File: src/hdlc_assist_pkg.sv
// Purpose: constants for the framing assist block
// Assumes: 8-bit external data memory bus, one clock
// Notes:   offsets are the controller byte addresses
//
// Functional notes
// - go write runs staged bits through deframer
// - deframer discards flag octets, keeps frame data
// - 21-byte receive FIFO read at staging address
// - bit-count write makes framer shift that many bits, up to 128
// - empty transmit FIFO makes framer send flags
// - insert zero after five ones in data
// - 21-byte transmit FIFO feeds the framer
// - framer output bits fill 16-byte readable buffer
// - ready clears after drain and flag, sets at threshold
// - firmware sets loaded, device clears when consumed
// - threshold select: 0 is 11, 1 is 16
// - level bit 0 at or above threshold
// - done cleared by count write, set on match
// - receive empty bit mirrors zero FIFO count
// - control reset bit resets framing circuit
// - check input write, result read, same address
// - result ready set on load, cleared by read
// - frame end flag sticky until reset
// - frame good flag reports check pass
// - input empty flag cleared by write
// - status top bit write resets check unit
// - check value low then high byte readable
package hdlc_assist_pkg;
	// ==========================================
	// addresses
	localparam logic [15:0] ADDR_RX_GO    = 16'hdc00;
	localparam logic [15:0] ADDR_RX_DATA  = 16'hdc01;
	localparam logic [15:0] ADDR_TX_COUNT = 16'hdc02;
	localparam logic [15:0] ADDR_TX_DATA  = 16'hdc03;
	localparam logic [15:0] ADDR_CTRL     = 16'hdc04;
	localparam logic [15:0] ADDR_CHK_DATA = 16'hdc08;
	localparam logic [15:0] ADDR_CHK_STAT = 16'hdc09;
	localparam logic [15:0] ADDR_CHK_LOW  = 16'hdc0a;
	localparam logic [15:0] ADDR_CHK_HIGH = 16'hdc0b;
	// ==========================================
	// control/status bit positions
	localparam int CTL_THR_SEL    = 2;
	localparam int CTL_RX_LOADED  = 1;
	localparam int CTL_RESET      = 6;
	localparam int CHK_RESET      = 7;
	// ==========================================
	// sizes and counts
	localparam int           FIFO_DEPTH = 21;
	localparam int           BUF_BYTES  = 16;
	localparam logic [7:0]   BUF_BITS   = 8'h80;
	localparam logic [4:0]   THR_LOW    = 5'h0b;
	localparam logic [4:0]   THR_HIGH   = 5'h10;
	localparam logic [7:0]   FLAG_OCTET = 8'h7e;
	localparam logic [2:0]   STUFF_RUN  = 3'h5;
	localparam logic [3:0]   WIN_FULL   = 4'h8;
	localparam logic [3:0]   WIN_NEAR   = 4'h7;
	// ==========================================
	// frame check
	localparam logic [15:0]  CRC_POLY_REV = 16'h8408;
	localparam logic [15:0]  CRC_INIT     = 16'hffff;
	localparam logic [15:0]  CRC_GOOD     = 16'hf0b8;
	localparam logic [7:0]   RD_IDLE      = 8'h00;
endpackage : hdlc_assist_pkg

File: src/hdlc_framing_assist.sv
// Purpose: framing assist with receive deframer, transmit framer, check unit
// Assumes: bus strobes synchronous to clk, one access per strobe
// Notes:   data_out/data_oe form the bus data pin with data_in
`timescale 1ns/1ps

// ==========================================
// byte fifo
module byte_fifo #(
	parameter int DEPTH = 21
) (
	input  wire logic       clk,
	input  wire logic       rstn,
	input  wire logic       push,
	input  wire logic [7:0] din,
	input  wire logic       pop,
	output logic      [7:0] dout,
	output logic      [4:0] count
);
	logic [7:0] mem [DEPTH];
	logic [4:0] wp;
	logic [4:0] rp;
	wire        do_push = push & (count != 5'(DEPTH));
	wire        do_pop  = pop & (count != 5'h00);
	assign dout = mem[rp];
	always_ff @(posedge clk) begin
		if (do_push) begin
			mem[wp] <= din;
		end
	end
	always_ff @(posedge clk or negedge rstn) begin
		if (!rstn) begin
			wp    <= 5'h00;
			rp    <= 5'h00;
			count <= 5'h00;
		end else begin
			if (do_push) begin
				wp <= (wp == 5'(DEPTH - 1)) ? 5'h00 : wp + 5'h01;
			end
			if (do_pop) begin
				rp <= (rp == 5'(DEPTH - 1)) ? 5'h00 : rp + 5'h01;
			end
			count <= count + 5'(do_push) - 5'(do_pop);
		end
	end
endmodule : byte_fifo

// ==========================================
// top
module hdlc_framing_assist
	import hdlc_assist_pkg::*;
(
	input  wire logic        clk,
	input  wire logic        resetn,
	input  wire logic [15:0] addr,
	input  wire logic [7:0]  data_in,
	input  wire logic        wr_n,
	input  wire logic        rd_n,
	output logic      [7:0]  data_out,
	output logic             data_oe
);
	// ==========================================
	// bus strobes and decode
	logic wr_q;
	logic rd_q;
	wire  wr_go    = wr_q & ~wr_n;
	wire  rd_go    = rd_q & ~rd_n;
	wire  s_rx_go  = addr == ADDR_RX_GO;
	wire  s_rx_dat = addr == ADDR_RX_DATA;
	wire  s_tx_cnt = addr == ADDR_TX_COUNT;
	wire  s_tx_dat = addr == ADDR_TX_DATA;
	wire  s_ctrl   = addr == ADDR_CTRL;
	wire  s_c_dat  = addr == ADDR_CHK_DATA;
	wire  s_c_stat = addr == ADDR_CHK_STAT;
	wire  s_c_low  = addr == ADDR_CHK_LOW;
	wire  s_c_high = addr == ADDR_CHK_HIGH;
	wire  s_any    = s_rx_go | s_rx_dat | s_tx_cnt | s_tx_dat | s_ctrl
	               | s_c_dat | s_c_stat | s_c_low | s_c_high;
	wire  w_rx_go  = wr_go & s_rx_go;
	wire  w_rx_dat = wr_go & s_rx_dat;
	wire  w_tx_cnt = wr_go & s_tx_cnt;
	wire  w_tx_dat = wr_go & s_tx_dat;
	wire  w_ctrl   = wr_go & s_ctrl;
	wire  w_c_dat  = wr_go & s_c_dat;
	wire  w_c_stat = wr_go & s_c_stat;
	wire  r_rx_dat = rd_go & s_rx_dat;
	wire  r_tx_dat = rd_go & s_tx_dat;
	wire  r_c_dat  = rd_go & s_c_dat;

	// ==========================================
	// control bits and local resets
	logic thr_sel;
	logic ctl_rst;
	logic fr_n;
	logic chk_n;
	always_ff @(posedge clk or negedge resetn) begin
		if (!resetn) begin
			wr_q    <= 1'b1;
			rd_q    <= 1'b1;
			thr_sel <= 1'b0;
			ctl_rst <= 1'b0;
			fr_n    <= 1'b0;
			chk_n   <= 1'b0;
		end else begin
			wr_q    <= wr_n;
			rd_q    <= rd_n;
			thr_sel <= w_ctrl ? data_in[CTL_THR_SEL] : thr_sel;
			ctl_rst <= w_ctrl ? data_in[CTL_RESET] : ctl_rst;
			fr_n    <= ~ctl_rst;
			chk_n   <= ~(w_c_stat & data_in[CHK_RESET]);
		end
	end

	// ==========================================
	// receive staging and deframer
	logic [7:0] stage [BUF_BYTES];
	logic [3:0] stage_wp;
	logic [7:0] rx_bits;
	logic [7:0] rx_bp;
	logic       rx_act;
	logic       rx_loaded;
	logic [7:0] win;
	logic [3:0] win_n;
	logic [2:0] ones_rx;
	logic [7:0] acc;
	logic [2:0] acc_n;
	logic [7:0] rx_dout;
	logic [4:0] rx_cnt;
	wire        rx_bit   = stage[rx_bp[6:3]][rx_bp[2:0]];
	wire        rx_end   = rx_act & ((rx_bp + 8'h01 == rx_bits) | (rx_bp == BUF_BITS - 8'h01));
	wire [7:0]  next_win = {rx_bit, win[7:1]};
	wire        flag_hit = rx_act & (win_n >= WIN_NEAR) & (next_win == FLAG_OCTET);
	wire        out_v    = rx_act & (win_n == WIN_FULL);
	wire        out_bit  = win[0];
	wire        ds_drop  = out_v & (ones_rx == STUFF_RUN) & ~out_bit;
	wire        take     = out_v & ~ds_drop;
	wire [7:0]  next_acc = {out_bit, acc[7:1]};
	wire        byte_rdy = take & (acc_n == 3'h7);
	wire        rx_empty = rx_cnt == 5'h00;

	always_ff @(posedge clk) begin
		if (w_rx_dat) begin
			stage[stage_wp] <= data_in;
		end
	end

	always_ff @(posedge clk or negedge fr_n) begin
		if (!fr_n) begin
			stage_wp  <= 4'h0;
			rx_bits   <= 8'h00;
			rx_bp     <= 8'h00;
			rx_act    <= 1'b0;
			rx_loaded <= 1'b0;
			win       <= 8'h00;
			win_n     <= 4'h0;
			ones_rx   <= 3'h0;
			acc       <= 8'h00;
			acc_n     <= 3'h0;
		end else begin
			if (w_rx_dat) begin
				stage_wp <= stage_wp + 4'h1;
			end else if (rx_end) begin
				stage_wp <= 4'h0;
			end
			if (w_rx_go) begin
				rx_bits <= data_in;
				rx_bp   <= 8'h00;
				rx_act  <= data_in != 8'h00;
			end else if (rx_act) begin
				rx_bp  <= rx_bp + 8'h01;
				rx_act <= ~rx_end;
			end
			if (w_ctrl) begin
				rx_loaded <= data_in[CTL_RX_LOADED];
			end else if (rx_end) begin
				rx_loaded <= 1'b0;
			end
			if (rx_act) begin
				win <= next_win;
			end
			if (flag_hit) begin
				win_n <= 4'h0;
			end else if (rx_act & (win_n != WIN_FULL)) begin
				win_n <= win_n + 4'h1;
			end
			if (flag_hit) begin
				ones_rx <= 3'h0;
			end else if (out_v) begin
				ones_rx <= !out_bit ? 3'h0 : (ones_rx == STUFF_RUN) ? STUFF_RUN : ones_rx + 3'h1;
			end
			if (take) begin
				acc <= next_acc;
			end
			if (flag_hit & ~byte_rdy) begin
				acc_n <= 3'h0;
			end else if (take) begin
				acc_n <= acc_n + 3'h1;
			end
		end
	end

	AST_RX_FLAG_DROP: assert property (@(posedge clk) disable iff (!fr_n)
		flag_hit |=> win_n == 4'h0) else $error("flag octet not discarded");
	AST_RX_LOADED_CLR: assert property (@(posedge clk) disable iff (!fr_n)
		rx_end && !w_ctrl |=> !rx_loaded && !rx_act) else $error("loaded bit not cleared");
	AST_RX_COUNT: assert property (@(posedge clk) disable iff (!fr_n)
		w_rx_go && data_in == 8'h03 |=> rx_act [*3] ##1 !rx_act) else $error("bit count wrong");

	byte_fifo #(.DEPTH(FIFO_DEPTH)) rx_fifo (
		.clk   (clk),
		.rstn  (fr_n),
		.push  (byte_rdy),
		.din   (next_acc),
		.pop   (r_rx_dat),
		.dout  (rx_dout),
		.count (rx_cnt)
	);

	// ==========================================
	// transmit framer
	logic [7:0] outbuf [BUF_BYTES];
	logic [3:0] tx_rp;
	logic [7:0] tx_bits;
	logic [7:0] tx_op;
	logic       tx_arm;
	logic [7:0] tx_sh;
	logic [3:0] tx_sn;
	logic       tx_is_flag;
	logic [2:0] ones_tx;
	logic       tx_done;
	logic       tx_ready;
	logic [7:0] tx_dout;
	logic [4:0] tx_cnt;
	wire [4:0]  thr      = thr_sel ? THR_HIGH : THR_LOW;
	wire        tx_full  = tx_cnt >= thr;
	wire        tx_level = ~tx_full;
	wire        tx_run   = tx_arm & (tx_op != tx_bits) & (tx_op != BUF_BITS);
	wire        tx_load  = tx_run & (tx_sn == 4'h0);
	wire        tx_fetch = tx_load & (tx_cnt != 5'h00);
	wire        tx_emit  = tx_run & (tx_sn != 4'h0);
	wire        tx_stuff = tx_emit & ~tx_is_flag & (ones_tx == STUFF_RUN);
	wire        tx_bit   = tx_stuff ? 1'b0 : tx_sh[0];
	wire        flag_out = tx_emit & tx_is_flag & (tx_sn == 4'h1);

	always_ff @(posedge clk) begin
		if (tx_emit) begin
			outbuf[tx_op[6:3]][tx_op[2:0]] <= tx_bit;
		end
	end

	always_ff @(posedge clk or negedge fr_n) begin
		if (!fr_n) begin
			tx_rp      <= 4'h0;
			tx_bits    <= 8'h00;
			tx_op      <= 8'h00;
			tx_arm     <= 1'b0;
			tx_sh      <= 8'h00;
			tx_sn      <= 4'h0;
			tx_is_flag <= 1'b0;
			ones_tx    <= 3'h0;
			tx_done    <= 1'b0;
			tx_ready   <= 1'b0;
		end else begin
			if (w_tx_cnt) begin
				tx_bits <= data_in;
				tx_op   <= 8'h00;
				tx_rp   <= 4'h0;
				tx_arm  <= 1'b1;
			end else begin
				tx_op <= tx_emit ? tx_op + 8'h01 : tx_op;
				tx_rp <= r_tx_dat ? tx_rp + 4'h1 : tx_rp;
			end
			if (tx_load) begin
				tx_sh      <= tx_fetch ? tx_dout : FLAG_OCTET;
				tx_is_flag <= ~tx_fetch;
				tx_sn      <= WIN_FULL;
			end else if (tx_emit & ~tx_stuff) begin
				tx_sh <= {1'b0, tx_sh[7:1]};
				tx_sn <= tx_sn - 4'h1;
			end
			if (tx_emit) begin
				ones_tx <= (tx_is_flag | ~tx_bit) ? 3'h0 : ones_tx + 3'h1;
			end
			if (w_tx_cnt) begin
				tx_done <= 1'b0;
			end else if (tx_arm & (tx_op == tx_bits)) begin
				tx_done <= 1'b1;
			end
			if (tx_full) begin
				tx_ready <= 1'b1;
			end else if (flag_out & (tx_cnt == 5'h00)) begin
				tx_ready <= 1'b0;
			end
		end
	end

	AST_TX_STUFF: assert property (@(posedge clk) disable iff (!fr_n)
		tx_emit && !tx_is_flag && ones_tx == 3'h5 |-> !tx_bit ##1 ones_tx == 3'h0)
		else $error("zero not inserted");
	AST_TX_IDLE_FLAG: assert property (@(posedge clk) disable iff (!fr_n)
		tx_load && tx_cnt == 5'h00 |=> tx_sh == 8'h7e && tx_is_flag && tx_sn == 4'h8)
		else $error("idle flag not loaded");
	AST_TX_DONE: assert property (@(posedge clk) disable iff (!fr_n)
		w_tx_cnt && data_in == 8'h02 |=> !tx_done ##[1:8] tx_done && tx_op == 8'h02)
		else $error("done bit wrong");
	AST_TX_BITS: assert property (@(posedge clk) disable iff (!fr_n)
		tx_arm && tx_op == tx_bits |=> $stable(tx_op) || $past(w_tx_cnt))
		else $error("framer ran past bit count");
	AST_TX_READY: assert property (@(posedge clk) disable iff (!fr_n)
		tx_cnt >= (thr_sel ? 5'h10 : 5'h0b) |=> tx_ready)
		else $error("ready not set at threshold");
	AST_TX_LEVEL: assert property (@(posedge clk) disable iff (!fr_n)
		!thr_sel && tx_cnt == 5'h0a |-> tx_level)
		else $error("level bit wrong below threshold");

	byte_fifo #(.DEPTH(FIFO_DEPTH)) tx_fifo (
		.clk   (clk),
		.rstn  (fr_n),
		.push  (w_tx_dat),
		.din   (data_in),
		.pop   (tx_fetch),
		.dout  (tx_dout),
		.count (tx_cnt)
	);

	// ==========================================
	// check unit
	function automatic logic [15:0] crc_step(input logic [15:0] c, input logic [7:0] d);
		logic [15:0] r;
		r = c;
		for (int i = 0; i < 8; i++) begin
			r = (r[0] ^ d[i]) ? ((r >> 1) ^ CRC_POLY_REV) : (r >> 1);
		end
		return r;
	endfunction : crc_step

	logic [7:0]  in_hold;
	logic        in_empty;
	logic [7:0]  res;
	logic        res_rdy;
	logic        f_end;
	logic        f_good;
	logic        f_open;
	logic [15:0] crc;
	wire         consume = ~in_empty;
	wire         is_flag = in_hold == FLAG_OCTET;
	wire         load    = consume & ~is_flag;
	wire [15:0]  crc_val = ~crc;

	always_ff @(posedge clk or negedge chk_n) begin
		if (!chk_n) begin
			in_hold  <= 8'h00;
			in_empty <= 1'b1;
			res      <= 8'h00;
			res_rdy  <= 1'b0;
			f_end    <= 1'b0;
			f_good   <= 1'b0;
			f_open   <= 1'b0;
			crc      <= CRC_INIT;
		end else begin
			if (w_c_dat) begin
				in_hold  <= data_in;
				in_empty <= 1'b0;
			end else if (consume) begin
				in_empty <= 1'b1;
			end
			if (load) begin
				res     <= in_hold;
				res_rdy <= 1'b1;
				crc     <= crc_step(crc, in_hold);
				f_open  <= 1'b1;
			end else if (r_c_dat) begin
				res_rdy <= 1'b0;
			end
			if (consume & is_flag & f_open) begin
				f_end  <= 1'b1;
				f_good <= crc == CRC_GOOD;
				f_open <= 1'b0;
				crc    <= CRC_INIT;
			end
		end
	end

	AST_CHK_READY: assert property (@(posedge clk) disable iff (!chk_n)
		r_c_dat && !load |=> !res_rdy) else $error("ready not cleared by read");
	AST_CHK_IN_EMPTY: assert property (@(posedge clk) disable iff (!chk_n)
		w_c_dat |=> !in_empty ##1 in_empty || $past(w_c_dat))
		else $error("input empty flag wrong");
	AST_CHK_END_STICKY: assert property (@(posedge clk) disable iff (!chk_n)
		f_end |=> f_end) else $error("frame end flag dropped");
	AST_CHK_GOOD: assert property (@(posedge clk) disable iff (!chk_n)
		consume && is_flag && f_open |=> f_end && f_good == ($past(crc) == 16'hf0b8))
		else $error("frame good flag wrong");

	// ==========================================
	// read path
	wire [7:0] ctrl_rd = {1'b0, ctl_rst, rx_empty, tx_done, tx_level, thr_sel, rx_loaded, tx_ready};
	wire [7:0] chk_rd  = {4'h0, in_empty, f_good, f_end, res_rdy};
	wire [7:0] rd_val  = s_rx_dat ? rx_dout
	                   : s_tx_dat ? outbuf[tx_rp]
	                   : s_ctrl   ? ctrl_rd
	                   : s_c_dat  ? res
	                   : s_c_stat ? chk_rd
	                   : s_c_low  ? crc_val[7:0]
	                   : s_c_high ? crc_val[15:8]
	                   : RD_IDLE;

	always_ff @(posedge clk or negedge resetn) begin
		if (!resetn) begin
			data_out <= 8'h00;
			data_oe  <= 1'b0;
		end else begin
			data_out <= rd_go ? rd_val : data_out;
			data_oe  <= ~rd_n & s_any;
		end
	end

	AST_SOFT_RESET: assert property (@(posedge clk) disable iff (!resetn)
		w_ctrl && data_in[6] |=> ##1 !fr_n ##1 tx_cnt == 5'h00 && rx_cnt == 5'h00)
		else $error("framer reset not applied");
	AST_CHK_RESET: assert property (@(posedge clk) disable iff (!resetn)
		w_c_stat && data_in[7] |=> !chk_n ##1 !f_end && in_empty)
		else $error("check unit reset not applied");
	AST_RX_EMPTY: assert property (@(posedge clk) disable iff (!resetn)
		rd_go && s_ctrl |=> data_out[5] == ($past(rx_cnt) == 5'h00))
		else $error("receive empty bit wrong");
endmodule : hdlc_framing_assist

File: config.mk
export PLATFORM = sky130hd
export DESIGN_NAME = hdlc_framing_assist
export DESIGN_NICKNAME = d
export VERILOG_FILES = /design/src/hdlc_assist_pkg.sv /design/src/hdlc_framing_assist.sv
export SDC_FILE = /design/constraint.sdc
export NUM_CORES = 1
export LEC_CHECK = 0
export ABC_AREA = 0
export CAP_MARGIN = 20
export CORE_MARGIN = 2
export CORE_UTILIZATION = 55
export CTS_BUF_LIST = sky130_fd_sc_hd__clkbuf_2 sky130_fd_sc_hd__clkbuf_4 sky130_fd_sc_hd__clkbuf_8
export CTS_CLUSTER_SIZE = 25
export DETAILED_ROUTE_END_ITERATION = 8
export DONT_BUFFER_PORTS = 1
export MAX_ROUTING_LAYER = met4
export PLACE_DENSITY_LB_ADDON = 0.25
export SLEW_MARGIN = 20
export SYNTH_ARGS = -nofsm -noshare
export SYNTH_HDL_FRONTEND = slang
export SYNTH_HIERARCHICAL = 1
export SYNTH_SLANG_ARGS = --single-unit
File: constraint.sdc
create_clock -name clk -period 5.15 [get_ports clk]
set_clock_uncertainty 0.2 [all_clocks]
set_input_delay 1.03 -clock clk [delete_from_list [all_inputs] [get_ports clk]]
set_output_delay 1.03 -clock clk [all_outputs]
set_load 0.005 [all_outputs]
### After elaboration in Yosys (flattened, before gate mapping)

Memories as Yosys holds them, arrays and structs flattened.
Cells that the tools add are included.

| word-level totals | value |
|---|---|
| register bits after elaboration | 169 |
| bits in writable memories | 592 |
| input port bits | 28 |
| output and inout port bits | 9 |
| logic and storage cells | 273 |
| memories kept | 4 |

Memory list:

| name | depth | bits a word | rd ports | clocked after memory_dff | write ports | line | RTL |
|---|---|---|---|---|---|---|---|
| rx_fifo.mem | 21 | 8 | 1 | 0 | 1 | hdlc_framing_assist.sv:19 | `logic [7:0] mem [DEPTH];` |
| tx_fifo.mem | 21 | 8 | 1 | 0 | 1 | hdlc_framing_assist.sv:19 |  |
| outbuf | 16 | 8 | 1 | 0 | 1 | hdlc_framing_assist.sv:220 | `logic [7:0] outbuf [BUF_BYTES];` |
| stage | 16 | 8 | 1 | 0 | 1 | hdlc_framing_assist.sv:115 | `logic [7:0] stage [BUF_BYTES];` |

| cells by class | value |
|---|---|
| $add $sub $neg | 17 |
| order comparisons | 5 |
| equality and inequality tests | 29 |
| muxes and demuxes | 70 |
| bitwise operators | 85 |
| reductions and logical operators | 21 |

Operator list:

| operator | number |
|---|---|
| $eq 16x16->1 const B | 10 |
| $mux 16 | 10 |
| $mux 8 | 15 |
| $and 1x1->1 | 43 |
| $mux 4 | 8 |
| $reduce_bool 2->1 | 13 |
| $mux 5 | 5 |
| $eq 8x7->1 const B | 3 |
| $not 2->3 | 8 |
| $mux 1 | 23 |
| $mux 3 | 7 |
| $add 5x1->5 const B | 4 |
| $eq 5x5->1 const B | 4 |
| $add 8x1->8 const B | 2 |
| $eq 8x8->1 | 2 |
| $not 16->16 | 1 |
| $not 1->1 | 15 |
| $add 4x1->4 const B | 3 |
| $add 5x1->5 | 2 |
| $logic_not 5->1 | 2 |
| $ne 5x5->1 const B | 2 |
| $or 1x1->1 | 10 |
| $reduce_bool 5->1 | 2 |
| $sub 5x1->5 | 2 |
| 19 further kinds | 31 |

### Longest topological paths before layout

| depth | value |
|---|---|
| depth after elaboration | 18 |
| depth in mapped cells | 19 |
| mapped depth without buffers | 17 |

### Hierarchy

Netlist, hierarchy kept.

By module, submodules not included:

| module | instances | cells an instance | area an instance (um^2) |
|---|---|---|---|
| hdlc_framing_assist | 1 | 1274 | 17580.6 |
| byte_fifo (tx_fifo) | 1 | 431 | 7583.5 |
| byte_fifo (rx_fifo) | 1 | 430 | 7579.8 |

### Least setup slack after synthesis

Ideal clock, no wire load.

| timing path | value |
|---|---|
| path type | input to register |
| start point | input port addr[5] |
| end point | register tx_fifo.count[4] |
| library setup time | 123 ps |
| data arrival time | 3968 ps |
| data required time | 4827 ps |
| setup slack | 860 ps |
| stages | 16 |
| buffers on the path | 1 |
| cells stage by stage | nor4b_1 nand3_1 or3_1 nand2b_1 nor2_1 and2_1 clkbuf_1 inv_1 ha_1 inv_1 ha_1 fa_1 a21oi_1 nor2_1 nor2_1 xnor2_1 |

| on the way | value |
|---|---|
| longest elaborated chain between the ends | 5 |

Ends and longest elaborated chain:

| item | line | RTL |
|---|---|---|
| from (decl) | hdlc_framing_assist.sv:54 | `input wire logic [15:0] addr,` |
| $eq 16x16->1 | hdlc_framing_assist.sv:70 | `wire s_tx_dat = addr == ADDR_TX_DATA;` |
| $and 1x1->1 | hdlc_framing_assist.sv:81 | `wire w_tx_dat = wr_go & s_tx_dat;` |
| via w_tx_dat | hdlc_framing_assist.sv:81 |  |
| $and 1x1->1 | hdlc_framing_assist.sv:22 | `wire do_push = push & (count != 5'(DEPTH));` |
| $add 5x1->5 | hdlc_framing_assist.sv:42 | `count <= count + 5'(do_push) - 5'(do_pop);` |
| $sub 5x1->5 | hdlc_framing_assist.sv:42 |  |
| to (signal assigned) | hdlc_framing_assist.sv:42 |  |
| to (decl) | hdlc_framing_assist.sv:17 | `output logic [4:0] count` |

The timed path passes the listed nets, and every way through them passes these cells.
A chain may end at the register's enable or synchronous reset.

### Worst setup path in the final report

| timing path | value |
|---|---|
| start point | register tx_op[3] |
| end point | register tx_fifo.count[4] |

| on the way | value |
|---|---|
| longest elaborated chain between the ends | 7 |

Ends and longest elaborated chain:

| item | line | RTL |
|---|---|---|
| from (decl) | hdlc_framing_assist.sv:223 | `logic [7:0] tx_op;` |
| from (signal assigned) | hdlc_framing_assist.sv:269 | `tx_op <= tx_emit ? tx_op + 8'h01 : tx_op;` |
| $ne 8x8->1 | hdlc_framing_assist.sv:236 | `wire tx_run = tx_arm & (tx_op != tx_bits) & (tx_op != BUF_BITS);` |
| $and 1x1->1 | hdlc_framing_assist.sv:236 |  |
| $and 1x1->1 (*) | hdlc_framing_assist.sv:236 |  |
| $and 1x1->1 (*) | hdlc_framing_assist.sv:237 | `wire tx_load = tx_run & (tx_sn == 4'h0);` |
| $and 1x1->1 (*) | hdlc_framing_assist.sv:238 | `wire tx_fetch = tx_load & (tx_cnt != 5'h00);` |
| via tx_fetch | hdlc_framing_assist.sv:238 |  |
| $and 1x1->1 (*) | hdlc_framing_assist.sv:23 | `wire do_pop = pop & (count != 5'h00);` |
| via tx_fifo.do_pop | hdlc_framing_assist.sv:23 |  |
| $sub 5x1->5 (*) | hdlc_framing_assist.sv:42 |  |

The timed path passes the listed nets; every way through them passes the cells marked *.

==> metrics.csv <==
stage,metric,value,unit
status,status,completed,
logic_synthesis,synth_warnings,6,
logic_synthesis,synth_seq_area_share,0.672,
floorplanning,fp.dieArea,61500,µm²
power_and_ir_drop,pwr_density_cell,337,nW/µm²
finish,num-nets-final,2254,
cts,cts.clk_slew.worst_paths,0.07,ns
drt,finalWirelength,68200,µm
power_and_ir_drop,p_switching,0.00238,W
setup_path,timing.rr.start,tx_op[3],
drt,wl_per_cell,22.4,µm
floorplanning,fp.dieW,248,µm
logic_synthesis,synth_edf_count,592,
setup_path,worst_ep_required_time,5.61,ns
logic_synthesis,synth_ff_type,edfxtp_1,
drt,vias,18200,
drt,drt_iter0_markers,1321,
logic_synthesis,async_flop_share,0.221,
floorplanning,ios,37,
timing,finalCritPeriodShare,0.828,
logic_synthesis,syn_inst,2135,
setup_path,start_kind,register,
timing,slew_violations,0,
power_and_ir_drop,p_leak,13.8,nW
run,maxCapViolations,0,
power_and_ir_drop,power_frac_seq,0.545,
finish,final_common_cell,edfxtp_1,
power_and_ir_drop,ir_worst_vdd,0.443,mV
placement,dp_hpwl,42500,µm
timing,setup_viol,0,
power_and_ir_drop,clock_power_share,0.449,
hold_path,hold_path_class,register to asynchronous set/reset pin,
timing,rsz0062_at_grt,no,
timing,final-hold-violation-count,0,
cts,clockBufferDepth,3,
global_route,grt_max_degree,80,
cts,cts_max_level,3,
setup_path,startpoint,tx_op[3],
finish,drive_above_1_share,0.194,
global_route,antenna_found_initial,1,
setup_path,arrival,4.72,ns
global_route,overflow,0,
drt,first_pass_iters,5,
timing,clock.fmax,234,MHz
placement,pre_cts_ws,0.592,ns
floorplanning,coreArea,58900,µm²
global_route,grt_use_total,0.234,
cts,root_buffer,clkbuf_8,
setup_path,cp-end-kind,register,
placement,gp_congestion,0.867,
logic_synthesis,synth_seq_cells,760,
drt,route.met2.wl,33500,µm
cts,insertion_delay,0.74,ns
cts,tritoncts.num_buffers,116,
cts,tritoncts,done,
timing,layout_min_cycle_time,4.27,ns
drt,drc,0,
floorplanning,start_util,0.556,
timing,layout_setup_ws,0.884,ns
logic_synthesis,synth_cell_types,67,
logic_synthesis,synth_area_per_cell,15.3,µm²
timing,tightest_slew,0.961,ns
power_and_ir_drop,power_frac_comb,0.007,
drt,drt.antenna.violating_nets,0,
drt,wl_met1,29200,µm
global_route,grt_pass1_vias,18300,
logic_synthesis,netlist_area,32700,µm²
finish,final_cell_mix,"592 x edfxtp_1, 261 x nor2_1, 176 x nand2_1",
timing,relSlewSlack,0.359,
cts,numClockSinks,760,
power_and_ir_drop,swShare,0.195,
floorplanning,rows,89,
setup_path,worstSetupPathType,register to register,
floorplanning,die_h,248,µm
placement,numPortBuffers,0,
logic_synthesis,syn-num-nets,2210,
finish,syn_to_final_growth,10.1,%
setup_path,cp_max_fo,22,
drt,dr_wl_met3,4080,µm
timing,setup-tns-final,0,ns
drt,viasPerCell,5.98,
drt,highest_layer,met4,
power_and_ir_drop,power.internal,0.00978,W
global_route,grt_pass1_wl,106000,µm
[Yosys cell counts (5+ instances only)]
library cell | instances | area (µm²)
a21o_1 | 5 | 37.5
a21oi_1 | 39 | 195
a22o_1 | 9 | 78.8
a31oi_1 | 15 | 93.8
and2_1 | 13 | 81.3
and3_1 | 10 | 62.6
and4b_1 | 6 | 60.1
buf_1 | 9 | 33.8
buf_2 | 21 | 105
buf_6 | 7 | 78.8
clkbuf_1 | 57 | 214
dfrtp_1 | 149 | 3730
dfstp_2 | 19 | 499
edfxtp_1 | 592 | 17800
ha_1 | 45 | 563
inv_1 | 55 | 206
mux2_2 | 73 | 822
mux2i_1 | 50 | 500
mux4_1 | 43 | 1130
mux4_2 | 96 | 2160
nand2_1 | 176 | 661
nand2b_1 | 27 | 169
nand3_1 | 58 | 290
nand3b_1 | 5 | 37.5
nand4_1 | 35 | 219
nand4b_1 | 6 | 52.6
nor2_1 | 262 | 983
nor2b_1 | 22 | 138
nor3_1 | 18 | 90.1
nor4_1 | 9 | 56.3
nor4b_1 | 6 | 52.6
o211ai_1 | 7 | 52.6
o21ai_0 | 53 | 265
o22a_1 | 6 | 52.6
or3_1 | 7 | 43.8
xnor2_1 | 38 | 333
xor2_1 | 32 | 280
[power groups by stage]
| stage | sequential, W | clock (W) | combinational [W] |
|---|---|---|---|
| after detailed placement | 0.00674 | 0 | 0.0000816 |
| after global routing | 0.00662 | 0.00585 | 0.0000936 |
| after global placement | 0.00674 | 0 | 0.0000779 |
| after floorplan | 0.00673 | 0 | 0.0000731 |
| after CTS | 0.00662 | 0.00556 | 0.0000848 |
| final | 0.00662 | 0.00545 | 0.0000841 |
[cells by family after synthesis]
| logic type | synth area share |
|---|---|
| mux | 0.142 |
| flops | 0.672 |
| compound gates | 0.0317 |
| buf+inv | 0.0228 |
| fa+ha+maj | 0.0184 |
| xor+xnor | 0.0187 |
| simple gates | 0.0943 |
[cell type report]
type,instances,area (µm²)
Sequential cell,760,22000
Multi-Input combinational cell,1218,10000
Timing Repair Buffer,28,245
Antenna cell,1,2.50
Clock inverter,36,414
Tap cell,773,967
Clock buffer,180,2210
Fill cell,4296,22800
Inverter,55,206
[stage by stage]
stage | hold WS [ns] | power [W] | area (µm²) | util | instances
finish | 0.00466 | 0.0122 | 36100 | 0.612 | 3051
global route | 0.0264 | 0.0126 | 36100 | 0.612 | 3051
CTS | 0.0385 | 0.0123 | 36000 | 0.612 | 3049
detailed placement | 0.116 | 0.00682 | 33400 | 0.567 | 2832
global placement | 0.0915 | 0.00682 | 33400 | 0.567 | 2832
floorplan | 0.199 | 0.00681 | 32700 | - | 2135
[what timing repair did]
| item | CTS | global route |
|---|---|---|
| hold buffers | 1 | 0 |
| buffers inserted | 0 | 0 |
| hold endpoints to repair | 15 | 0 |
| gates resized for setup | 0 | 0 |
| setup endpoints to repair | 0 | 0 |
[per-layer routing]
layer,vias up,track usage
met4,0,0.0673
met1,9324,0.319
li1,8179,-
met2,633,0.369
met3,100,0.0383
met5,-,-
[path summary, 6_finish.rpt]
| kind | slack, ns | depth (start not counted) | to |
|---|---|---|---|
| max in group asynchronous | 3.58 | 1 | fr_n |
| worst min register to register | 0.005 | 0 | rx_fifo/count[2] |
| min in group clk | 0.09 | 0 | wr_q |
| worst min-delay path | 0.005 | 0 | rx_fifo/count[2] |
| worst max register to register | 0.88 | 16 | tx_fifo/count[4] |
| worst max-delay path | 0.88 | 16 | tx_fifo/count[4] |
[flip-flops by register name, indices dropped and copies added, names as in the netlist, 7 cells and up]
name,count
stage,128
tx_sh,8
tx_bits,8
res,8
acc,7
rx_fifo/mem,168
data_out,8
crc,16
rx_bits,8
win,8
rx_bp,8
in_hold,8
tx_fifo/mem,168
tx_op,8
outbuf,128
[critical path, cell delays in order (launching register included)]
cell and delay [ns]:
dfrtp_1 0.52, or4_1 0.79, o31ai_1 0.41, a21oi_1 0.10, nand3_1 0.12, buf_4 0.24
nor2_1 0.07, o41ai_2 0.11, inv_1 0.20, ha_1 0.33, inv_1 0.04, ha_1 0.20
fa_1 0.40, a21oi_1 0.17, nor2_1 0.05, nor2_1 0.11, xnor2_1 0.14
Power figures use the tool's default switching activity.
